==> src/rtl/spfs_params.svh <==
// Purpose: constants of the stop-mode supply-fault sequencer
// Assumes: mclk at 100 MHz
// Notes: times in their own unit, cycle counts derived from them
`ifndef SPFS_PARAMS_SVH
`define SPFS_PARAMS_SVH

// ****************************************
// clock and timing
// ****************************************
`define SPFS_MCLK_MHZ 100
// least dip length that counts as a fault
`define SPFS_DETECT_NS 2000
`define SPFS_DETECT_CYC ((`SPFS_DETECT_NS * `SPFS_MCLK_MHZ + 999) / 1000)
// crystal warm-up interval, least time
`define SPFS_XTAL_SETTLE_US 2000
`define SPFS_XTAL_SETTLE_CYC (`SPFS_XTAL_SETTLE_US * `SPFS_MCLK_MHZ)
// settle margin after powering the monitor on a wake-up check
`define SPFS_WAKE_CHK_CYC (`SPFS_DETECT_CYC + 4)

// ****************************************
// periodic re-check
// ****************************************
`define SPFS_INTV_LOG2_BASE 10
`define SPFS_SAMPLE_TICKS 2
`define SPFS_CONFIRM_TICKS 1
`define SPFS_RING_CNT_W 14

// ****************************************
// reset values and addresses
// ****************************************
`define SPFS_DISABLE_RST 1'b1
`define SPFS_UTIL_ENTRY 16'h8000
`define SPFS_ADDR_W 16

`endif

==> src/rtl/spfs_pkg.sv <==
// Purpose: types of the stop-mode supply-fault sequencer
// Assumes: nothing beyond the constants header
// Notes: comparator bits are high while the supply is above the threshold
package spfs_pkg;

  // comparator results, one bit per threshold
  typedef struct packed {
    logic above_warning;
    logic above_reset;
    logic above_poweron;
  } spfs_cmp_type;

  // sequencer states
  typedef enum logic [3:0] {
    SPFS_RUN,
    SPFS_STOP,
    SPFS_WAKE_CHECK,
    SPFS_WARMUP,
    SPFS_POR_HOLD,
    SPFS_RST_WAIT,
    SPFS_RST_SAMPLE,
    SPFS_RST_CONFIRM,
    SPFS_RST_WARMUP
  } spfs_state_type;

  // interrupt source taken on stop-mode exit
  typedef enum logic [1:0] {
    SPFS_DISP_NONE,
    SPFS_DISP_PFAIL,
    SPFS_DISP_WAKE
  } spfs_disp_type;

endpackage

==> src/rtl/spfs_filter.sv <==
// Purpose: per-threshold dip filter, a low comparator counts only after a full window
// Assumes: inputs already synchronised to mclk
// Notes: an unarmed bit reads as supply good, the monitor being unpowered
`timescale 1ns/10ps
`include "spfs_params.svh"
module spfs_filter
  import spfs_pkg::*;
#(
  parameter int unsigned CYC = `SPFS_DETECT_CYC
) (
  input wire logic mclk_i,
  input wire logic rst_i,
  input wire logic ce_i,
  input wire spfs_cmp_type raw_i,
  input wire spfs_cmp_type arm_i,
  output spfs_cmp_type good_o
);

  localparam int unsigned CW = $clog2(CYC + 1);

  logic [2:0] raw;
  logic [2:0] arm;
  wire logic [2:0] good;

  assign raw = raw_i;
  assign arm = arm_i;
  assign good_o = good;

  // ****************************************
  // one window counter per threshold
  // ****************************************
  for (genvar b = 0; b < 3; b++) begin : g_bit
    logic [CW-1:0] cnt_q;
    logic good_q;
    // each bit has its own flop, so no vector is shared between processes
    assign good[b] = good_q;
    always_ff @(posedge mclk_i or posedge rst_i) begin
      if (rst_i) begin
        cnt_q <= '0;
        good_q <= 1'b1;
      end else if (ce_i) begin
        if (!arm[b] || raw[b]) begin
          cnt_q <= '0;
          good_q <= 1'b1; // recovery is taken at once
        end else if (cnt_q == CW'(CYC - 1)) begin
          good_q <= 1'b0;
        end else begin
          cnt_q <= cnt_q + CW'(1);
        end
      end
    end
  end

endmodule

==> src/rtl/spfs_seq.sv <==
// Purpose: stop-mode supply-fault sequencer, drives regulator, crystal, monitor and cpu reset
// Assumes: one clock; ring oscillator and comparators arrive as pins
// Notes: ring oscillator is sampled, its rising edges become ticks
`timescale 1ns/10ps
`include "spfs_params.svh"
module spfs_seq
  import spfs_pkg::*;
#(
  parameter int unsigned XTAL_CYC = `SPFS_XTAL_SETTLE_CYC
) (
  input wire logic mclk_i,
  input wire logic rst_i,
  input wire logic ce_i,
  input wire logic ring_clk_i,
  input wire spfs_cmp_type cmp_i,
  input wire logic stop_req_i,
  input wire logic wake_irq_i,
  input wire logic pfail_prio_high_i,
  input wire logic disable_wr_i,
  input wire logic disable_val_i,
  input wire logic [1:0] interval_sel_i,
  input wire logic flag_clear_i,
  output logic regulator_en_o,
  output logic crystal_en_o,
  output logic monitor_pwr_o,
  output logic cpu_reset_o,
  output logic supply_warning_flag_o,
  output logic stop_exit_o,
  output spfs_disp_type dispatch_o,
  output logic resume_o,
  output logic [`SPFS_ADDR_W-1:0] resume_addr_o,
  output logic stop_monitor_disable_o
);

  localparam int unsigned TW = $clog2(XTAL_CYC + `SPFS_WAKE_CHK_CYC + 1);
  localparam int unsigned RW = `SPFS_RING_CNT_W;

  spfs_state_type state_q;
  spfs_cmp_type cmp_s1_q, cmp_s2_q, cmp_good, arm;
  logic ring_s1_q, ring_s2_q, ring_prev_q, tick;
  logic [TW-1:0] tmr_q;
  logic [RW-1:0] ring_cnt_q;
  logic [RW-1:0] intv_target;
  logic wake_pend_q;
  logic flag_set;

  // ****************************************
  // synchronisers
  // ****************************************
  // two-flop comparator sync
  always_ff @(posedge mclk_i or posedge rst_i) begin
    if (rst_i) begin
      cmp_s1_q <= '0;
      cmp_s2_q <= '0;
    end else if (ce_i) begin
      cmp_s1_q <= cmp_i;
      cmp_s2_q <= cmp_s1_q;
    end
  end

  // ring sampled; chain resets high so a ring already high gives no false tick
  always_ff @(posedge mclk_i or posedge rst_i) begin
    if (rst_i) begin
      ring_s1_q <= 1'b1;
      ring_s2_q <= 1'b1;
      ring_prev_q <= 1'b1;
    end else if (ce_i) begin
      ring_s1_q <= ring_clk_i;
      ring_s2_q <= ring_s1_q;
      ring_prev_q <= ring_s2_q;
    end
  end
  assign tick = ring_s2_q && !ring_prev_q;

  // ****************************************
  // dip filter
  // ****************************************
  // power-on comparator always armed, the others only while the monitor is powered
  assign arm = '{above_warning: monitor_pwr_o, above_reset: monitor_pwr_o, above_poweron: 1'b1};

  spfs_filter #(
    .CYC(`SPFS_DETECT_CYC)
  ) u_filter (
    .mclk_i(mclk_i),
    .rst_i(rst_i),
    .ce_i(ce_i),
    .raw_i(cmp_s2_q),
    .arm_i(arm),
    .good_o(cmp_good)
  );

  // ****************************************
  // configuration
  // ****************************************
  // disable reset asserted
  always_ff @(posedge mclk_i or posedge rst_i) begin
    if (rst_i) begin
      stop_monitor_disable_o <= `SPFS_DISABLE_RST;
    end else if (ce_i && disable_wr_i) begin
      stop_monitor_disable_o <= disable_val_i;
    end
  end

  // interval in ring ticks, zero for continuous
  assign intv_target = (interval_sel_i == 2'h0) ? RW'(0) : RW'(1) << (`SPFS_INTV_LOG2_BASE + interval_sel_i);

  // ****************************************
  // sequencer
  // ****************************************
  // warning flag set by a detected warning in stop or on the wake check
  assign flag_set = ((state_q == SPFS_STOP) && !stop_monitor_disable_o && cmp_good.above_reset
                     && !cmp_good.above_warning)
                 || ((state_q == SPFS_WAKE_CHECK) && (tmr_q == TW'(`SPFS_WAKE_CHK_CYC))
                     && cmp_s2_q.above_reset && !cmp_s2_q.above_warning);

  // set wins over a clear in the same cycle
  always_ff @(posedge mclk_i or posedge rst_i) begin
    if (rst_i) begin
      supply_warning_flag_o <= 1'b0;
    end else if (ce_i) begin
      if (flag_set) begin
        supply_warning_flag_o <= 1'b1;
      end else if (flag_clear_i) begin
        supply_warning_flag_o <= 1'b0;
      end
    end
  end

  // main state machine with its timers
  always_ff @(posedge mclk_i or posedge rst_i) begin
    if (rst_i) begin
      state_q <= SPFS_POR_HOLD;
      tmr_q <= '0;
      ring_cnt_q <= '0;
      wake_pend_q <= 1'b0;
      stop_exit_o <= 1'b0;
      resume_o <= 1'b0;
      dispatch_o <= SPFS_DISP_NONE;
    end else if (ce_i) begin
      stop_exit_o <= 1'b0;
      resume_o <= 1'b0;
      if (!cmp_good.above_poweron) begin
        state_q <= SPFS_POR_HOLD;
        wake_pend_q <= 1'b0;
      end else begin
        case (state_q)
          SPFS_RUN: begin
            if (stop_req_i) begin
              state_q <= SPFS_STOP;
              wake_pend_q <= 1'b0;
            end
          end
          SPFS_STOP: begin
            tmr_q <= '0;
            if (!stop_monitor_disable_o && !cmp_good.above_reset) begin
              state_q <= SPFS_RST_WAIT;
              ring_cnt_q <= '0;
            end else if (!stop_monitor_disable_o && !cmp_good.above_warning) begin
              state_q <= SPFS_WARMUP;
              wake_pend_q <= wake_irq_i;
            end else if (wake_irq_i) begin
              wake_pend_q <= 1'b1;
              state_q <= stop_monitor_disable_o ? SPFS_WAKE_CHECK : SPFS_WARMUP;
            end
          end
          SPFS_WAKE_CHECK: begin
            tmr_q <= tmr_q + TW'(1);
            if (tmr_q == TW'(`SPFS_WAKE_CHK_CYC)) begin
              tmr_q <= '0;
              if (!cmp_s2_q.above_reset) begin
                state_q <= SPFS_RST_WAIT;
                ring_cnt_q <= '0;
              end else begin
                state_q <= SPFS_WARMUP;
              end
            end
          end
          SPFS_WARMUP: begin
            tmr_q <= tmr_q + TW'(1);
            if (tmr_q == TW'(XTAL_CYC - 1)) begin
              tmr_q <= '0;
              state_q <= SPFS_RUN;
              stop_exit_o <= 1'b1;
              dispatch_o <= !supply_warning_flag_o ? (wake_pend_q ? SPFS_DISP_WAKE : SPFS_DISP_NONE)
                          : (wake_pend_q && !pfail_prio_high_i) ? SPFS_DISP_WAKE : SPFS_DISP_PFAIL;
            end
          end
          SPFS_POR_HOLD: begin
            state_q <= SPFS_RST_SAMPLE;
            ring_cnt_q <= '0;
            tmr_q <= '0;
          end
          SPFS_RST_WAIT: begin
            ring_cnt_q <= ring_cnt_q + RW'(tick);
            if (ring_cnt_q >= intv_target) begin
              state_q <= SPFS_RST_SAMPLE;
              ring_cnt_q <= '0;
            end
          end
          SPFS_RST_SAMPLE: begin
            ring_cnt_q <= ring_cnt_q + RW'(tick);
            if (tick && (ring_cnt_q == RW'(`SPFS_SAMPLE_TICKS - 1))) begin
              ring_cnt_q <= '0;
              state_q <= cmp_s2_q.above_reset ? SPFS_RST_CONFIRM : SPFS_RST_WAIT;
            end
          end
          SPFS_RST_CONFIRM: begin
            if (!cmp_s2_q.above_reset) begin
              state_q <= SPFS_RST_WAIT;
              ring_cnt_q <= '0;
            end else if (tick) begin
              ring_cnt_q <= ring_cnt_q + RW'(1);
              if (ring_cnt_q == RW'(`SPFS_CONFIRM_TICKS - 1)) begin
                ring_cnt_q <= '0;
                tmr_q <= '0;
                state_q <= SPFS_RST_WARMUP;
              end
            end
          end
          SPFS_RST_WARMUP: begin
            tmr_q <= tmr_q + TW'(1);
            if (tmr_q == TW'(XTAL_CYC - 1)) begin
              tmr_q <= '0;
              state_q <= SPFS_RUN;
              resume_o <= 1'b1;
              dispatch_o <= SPFS_DISP_NONE;
            end
          end
          default: begin
            state_q <= SPFS_POR_HOLD;
          end
        endcase
      end
    end
  end

  // ****************************************
  // power outputs, registered from the state
  // ****************************************
  // packed order: regulator, crystal, monitor, cpu reset
  always_ff @(posedge mclk_i or posedge rst_i) begin
    if (rst_i) begin
      {regulator_en_o, crystal_en_o, monitor_pwr_o, cpu_reset_o} <= 4'h1;
      resume_addr_o <= `SPFS_UTIL_ENTRY;
    end else if (ce_i) begin
      resume_addr_o <= `SPFS_UTIL_ENTRY;
      case (state_q)
        SPFS_RUN, SPFS_WARMUP: {regulator_en_o, crystal_en_o, monitor_pwr_o, cpu_reset_o} <= 4'he;
        SPFS_STOP: begin
          {regulator_en_o, crystal_en_o, monitor_pwr_o, cpu_reset_o} <= {2'h0, !stop_monitor_disable_o, 1'h0};
        end
        SPFS_WAKE_CHECK: {regulator_en_o, crystal_en_o, monitor_pwr_o, cpu_reset_o} <= 4'h2;
        SPFS_RST_WAIT: begin
          {regulator_en_o, crystal_en_o, monitor_pwr_o, cpu_reset_o} <= {2'h0, interval_sel_i == 2'h0, 1'h1};
        end
        SPFS_RST_SAMPLE, SPFS_RST_CONFIRM: {regulator_en_o, crystal_en_o, monitor_pwr_o, cpu_reset_o} <= 4'h3;
        SPFS_RST_WARMUP: {regulator_en_o, crystal_en_o, monitor_pwr_o, cpu_reset_o} <= 4'hf;
        default: {regulator_en_o, crystal_en_o, monitor_pwr_o, cpu_reset_o} <= 4'h1;
      endcase
    end
  end

endmodule

==> config.mk <==
export PLATFORM = sky130hd
export DESIGN_NAME = spfs_seq
export DESIGN_NICKNAME = d
export VERILOG_FILES = /design/src/rtl/spfs_pkg.sv /design/src/rtl/spfs_filter.sv /design/src/rtl/spfs_seq.sv
export VERILOG_INCLUDE_DIRS = /design/src /design/src/rtl
export SDC_FILE = /design/constraint.sdc
export NUM_CORES = 1
export LEC_CHECK = 0
export BUFFER_PORTS_ARGS = -buffer_cell sky130_fd_sc_hd__buf_2
export CORE_MARGIN = 3
export CORE_UTILIZATION = 60
export CTS_CLUSTER_DIAMETER = 200
export DETAILED_ROUTE_END_ITERATION = 6
export PLACE_DENSITY = 0.8
export SLEW_MARGIN = 10
export SYNTH_ARGS = -nofsm -noshare
export SYNTH_HDL_FRONTEND = slang
export SYNTH_SLANG_ARGS = --single-unit
==> constraint.sdc <==
create_clock -name mclk_i -period 2.7 [get_ports mclk_i]
set_input_delay 0.405 -clock mclk_i [delete_from_list [all_inputs] [get_ports mclk_i]]
set_output_delay 0.405 -clock mclk_i [all_outputs]
set_load 0.05 [all_outputs]
# Yosys cells after proc, flatten, opt, wreduce, memory -nomap -nowiden
# Index checks and enable logic that the tools add are counted.
[word_totals] regBits=82 elab_cells=188
[classes] eq_ne=37 mux=66 add_sub_neg=7 n_reduce_logical=49 n_shift=1 order_cmp=1
[op_table] op="$mux W14" count=9
[op_table] op="$mux W18" count=5
[op_table] op="$pmux W14 S6" count=1
[op_table] op="$pmux W18 S4" count=1
[op_table] op="$mux W4" count=12
[op_table] op="$mux W8" count=6
[op_table] op="$pmux W4 S8" count=1
[op_table] op="$add A8 B1 Y8 const B" count=3
[op_table] op="$eq A8 B8 Y1 const B" count=3
[op_table] op="$ne A3 B3 Y1 const B" count=8
[op_table] op="$mux W1" count=21
[op_table] op="$add A18 B1 Y18 const B" count=1
[op_table] op="$eq A18 B18 Y1 const B" count=1
[op_table] op="$eq A18 B8 Y1 const B" count=1
[op_table] op="$eq A4 B3 Y1 const B" count=4
[op_table] op="$add A14 B1 Y14" count=1
[op_table] op="$add A14 B1 Y14 const B" count=1
[op_table] op="$eq A14 B1 Y1 const B" count=1
[op_table] op="$ge A14 B14 Y1" count=1
[op_table] op="$logic_not A14 Y1" count=1
[op_table] op="$ne A2 B2 Y1 const B" count=7
[op_table] op="$reduce_and A2 Y1" count=7
[op_table] op="$shl A1 B5 Y14 const A" count=1
[op_table] op="$logic_and A1 B1 Y1" count=12
[op_table] op="27 further kinds" count=52

# Logic depth before layout (Yosys ltp)
[logic_depth] word_depth=7 depth_mapped=10 ltp_nobuf=9

# By module
# From an unflattened synthesis, not the netlist that was laid out.
[hier_totals] hier_cells=628 hier_area_um2=5500.3
[by_module_without_submodules] module="spfs_seq" cells_per_inst=468 area_each_um2=3962.6 instances=1 seq_area_each_um2=1383.8
[by_module_without_submodules] module="spfs_filter" cells_per_inst=160 area_each_um2=1537.7 instances=1 seq_area_each_um2=679.4

# Worst setup path before layout
# No wires, ideal clock.
[synth_timing] path_type="reg2reg" start="reg tmr_q[0]" end="reg ring_cnt_q[7]" arrival_ns=2.210 n_path_buf=0 period_less_slack_ns=2.348 setup_slack_ns=0.352 path_stages_with_launch=9 setup_ns=0.138 required_ns=2.562 cell_sequence="dfrtp_1 -> inv_1 -> ha_1 -> or4b_1 -> nor4_4 -> nor2_2 -> or3_4 -> a211oi_2 -> o221ai_1"
[synth_via] elab_chain_len=3
[synth_rtl] element="start: declaration" line_no="spfs_seq.sv:41" text="logic [TW-1:0] tmr_q;"
[synth_rtl] element="start signal: assignment" line_no="spfs_seq.sv:167" text="tmr_q <= tmr_q + TW'(1);"
[synth_rtl] element="start signal: assignment" line_no="spfs_seq.sv:179" text="tmr_q <= tmr_q + TW'(1);"
[synth_rtl] element="start signal: assignment" line_no="spfs_seq.sv:221" text="tmr_q <= tmr_q + TW'(1);"
[synth_rtl] element="$eq A18 B8 Y1" line_no="spfs_seq.sv:168" text="if (tmr_q == TW'(`SPFS_WAKE_CHK_CYC)) begin"
[synth_rtl] element="$ne A2 B1 Y1 (no line)"
[synth_rtl] element="$reduce_and A7 Y1 (no line)"
[synth_rtl] element="end signal: assignment" line_no="spfs_seq.sv:194" text="ring_cnt_q <= ring_cnt_q + RW'(tick);"
[synth_rtl] element="end signal: assignment" line_no="spfs_seq.sv:201" text="ring_cnt_q <= ring_cnt_q + RW'(tick);"
[synth_rtl] element="end signal: assignment" line_no="spfs_seq.sv:212" text="ring_cnt_q <= ring_cnt_q + RW'(1);"
[synth_rtl] element="end: declaration" line_no="spfs_seq.sv:42" text="logic [RW-1:0] ring_cnt_q;"
# No other way between the ends.
# A chain may end at the register's enable or synchronous reset.

# Worst setup path after layout
[layout_timing] start="reg tmr_q[7]" end="reg tmr_q[0]"
[layout_via] elab_chain_len=3
[layout_rtl] element="$eq A18 B18 Y1 or $eq A18 B8 Y1 (tied branches)" line_no="spfs_seq.sv:180, spfs_seq.sv:222, spfs_seq.sv:168"
[layout_rtl] element="$mux W18, on equally long branches" line_no="spfs_seq.sv:180, spfs_seq.sv:222, spfs_seq.sv:168"
[layout_rtl] element="$pmux W18 S4 *" line_no="spfs_seq.sv:146" text="case (state_q)"
# Mark *: on every way between the ends. The rest lies on a longest branch, timed or not.

==> impl_metrics.ini <==
[worst_hold_path]
hold_path.class = input port to asynchronous set/reset pin

[clocking]
cts.path.max_buffers = 2
post_cts_resized = 0
cts_tree = yes
cts_root_buf = clkbuf_8
numCtsBuffers = 9
clk_pin_slew_ns = 0.09
htreeDepth = 3
cts_sinks = 82
clkLatencyLatePin_ns = 0.36

[detailed_routing]
vias_per_cell = 6.18
drc = 0
vias = 4463
final_antenna_net_count = 0
drt-total-wl_um = 11600
post_drt_wl_per_cell_um = 16.0
drt_iter0_drc = 340
first_pass_iters = 5

[worst_setup_path]
cp_num_buf_inv = 1
rr_endpoint = tmr_q[0]
cp-start-kind = flip-flop
worst_setup_path_end_kind = flip-flop
cp-startpoint = tmr_q[7]
worst_ep_arrival_time_ns = 2.72
worst-setup-path-type = flip-flop to flip-flop
crit_required_ns = 2.94
crit_path_max_incr_delay_ns = 0.48
worstPathCellList = or3b_2, nor4_1, buf_4, a21oi_1, a211oi_2, nor2_1, mux2_2
critPathTopFamily = simple AND/OR/NAND/NOR gates
reg2reg_depth = 7
crit_path_max_fanout = 5
crit_slowest_cell = or3b_2
reg2reg_from = tmr_q[7]
regToRegSetupSlack_ns = 0.23

[power]
p_per_area_nw_per_um2 = 808
p_total_mw = 4.58
ir_worst_vdd_mv = 0.521
power.leakage_nw = 2.42

[place]
dp_hpwl_um = 8140
numPortBuffers = 24
dp_cells = 705
gp_congestion = 0.905

[timing]
worst_hold_slack_ns = 0.0972
setup_viol = 0
max_freq_ghz = 0.404
relSlewSlack_pct = 66.3
min_period_ns = 2.47
finalCritPeriodShare_pct = 91.6
finalClockSkew_ns = 0.00985
hold_viol_final = 0
grt_setup_unrepaired = false
slew_violations = 0
worst_slew_pin_slew_ns = 0.501
fin_tns_setup_ns = 0

[die]
coreArea_um2 = 8340
initial_utilization_pct = 63.0
die_area_um2 = 9920
fp.dieH_um = 99.6
ios = 41
fp.dieW_um = 99.6
row_count = 33

[status]
outcome = complete, no violations

[grt]
grt_pass1_vias = 4246
antenna_found_initial = 0
grt_max_degree = 83
grt_pass1_wl_um = 19800
grt-ovfl-total = 0
track_usage_pct = 24.3

[logic_synthesis]
synth_area_um2 = 5260
synth.avg_cell_area_um2 = 8.91
synthCells = 590
synth-main-ff-cell = dfrtp_1
synth-simple-area-share_pct = 25.2
synth_xor_area_share_pct = 4.83
synth_top_family_by_area = simple AND/OR/NAND/NOR gates
async_flop_share_pct = 100
synth-compound-area-share_pct = 16.4
synth_warnings = 0
synth.distinct_cells = 74
synth_edf_count = 0
synth-seq-cells = 82
synth_mux_area_share_pct = 3.57
ys_seq_area_share_pct = 39.3
synthAdderAreaFrac_pct = 3.52

[finish]
finalNonFillerCells = 722
mostFrequentLayoutCell = dfrtp_1
diodes = 0
mostFrequentLayoutCells = dfrtp_1 (73), nor2_1 (56), nand2_1 (49)
final_layout_size_suffix_gt1_share_pct = 17.2
syn_to_final_growth_pct = 7.93
final_nets = 641

[flow_run]
maxCapViolations = 0
==> report_power, final <==
group	internal [mW]	total (mW)	switching, mW
clock	0.460	0.929	0.469
combinational	0.770	2.01	1.24
sequential	1.42	1.64	0.226
==> what timing repair did <==
item,CTS,global route
hold buffers,0,0
setup buffers,0,1
setup endpoints to repair,0,5
==> flip-flops by register name (all words and copies together) (netlist names), 2 cells and up <==
name,cells
cmp_s1_q,3
cmp_s2_q,3
state_q,4
u_filter.g_bit.good_q,3
tmr_q,18
dispatch_o,2
u_filter.g_bit.cnt_q,24
ring_cnt_q,14
==> layout make-up <==
class                           instances  area [um2]
Clock buffer                           11         141
Clock inverter                          5        61.3
Multi-Input combinational cell        446        2880
Inverter                               28         106
Timing Repair Buffer                   45         290
Sequential cell                        82        2060
Tap cell                              105         131
Fill cell                             673        2670
==> synth_stat cells (4+ instances only) <==
cell type / instances / area (um2)
mux2_2: 14 / 158
nand2_1: 49 / 184
o21ai_0: 33 / 165
xor2_1: 9 / 78.8
nor3_1: 11 / 55.1
a21o_1: 6 / 45.0
o22ai_1: 11 / 68.8
buf_4: 18 / 135
o31ai_1: 5 / 37.5
nor4_1: 14 / 87.6
a22o_1: 4 / 35.0
nand2b_1: 6 / 37.5
nand4_1: 16 / 100
or4_1: 7 / 52.6
and3_1: 11 / 68.8
nor2_1: 56 / 210
nand3_1: 26 / 130
dfstp_2: 9 / 236
clkbuf_1: 24 / 90.1
buf_2: 5 / 25.0
ha_1: 14 / 175
nor2b_1: 5 / 31.3
inv_1: 28 / 105
xnor2_1: 20 / 175
nor4_4: 5 / 106
a21oi_1: 32 / 160
and2_1: 4 / 25.0
o221ai_1: 4 / 35.0
dfrtp_1: 73 / 1830
==> worst max path at each step <==
stage,endpoint,slack [ns],cells after the start
final,tmr_q[0],0.23,7
after global routing,ring_cnt_q[7],0.07,8
after CTS,ring_cnt_q[11],0.12,8
after detailed placement,ring_cnt_q[11],0.14,8
after global placement,ring_cnt_q[7],0.24,8
after floorplan,cmp_s1_q[0],0.20,1
==> logic make-up (layout without fill, tap and decap cells) <==
group | count (synthesis) | count (layout)
AND/OR/NAND/NOR | 238 | 238
other | 2 | 17
adder cells (fa/ha/maj) | 15 | 15
AO/OA/AOI/OAI | 130 | 130
buffers and inverters | 77 | 89
XOR/XNOR | 29 | 29
flip-flops | 82 | 82
multiplexers | 17 | 17
==> per-stage QoR <==
step | setup slack (ns) | utilization, % | area (um2)
after floorplan | 0.201 | - | 5310
after global placement | 0.241 | 65.5 | 5460
after detailed placement | 0.142 | 65.5 | 5460
after CTS | 0.123 | 67.9 | 5660
after global routing | 0.0736 | 68.0 | 5670
final | 0.226 | 68.0 | 5670
==> worst min-delay path: cells and delay by family <==
family | cells | cell delay [ns]
buffers and inverters | 3 | 0.48
==> metal layers <==
metal | wire length, um | vias up | global-route usage [%]
met2 | 5790 | 143 | 40.5
met1 | 5050 | 2161 | 32.6
met3 | 592 | 15 | 4.63
met4 | 117 | 0 | 6.30
met5 | 0 | - | 0
li1 | - | 2144 | -
Power figures use the tool's default switching activity.
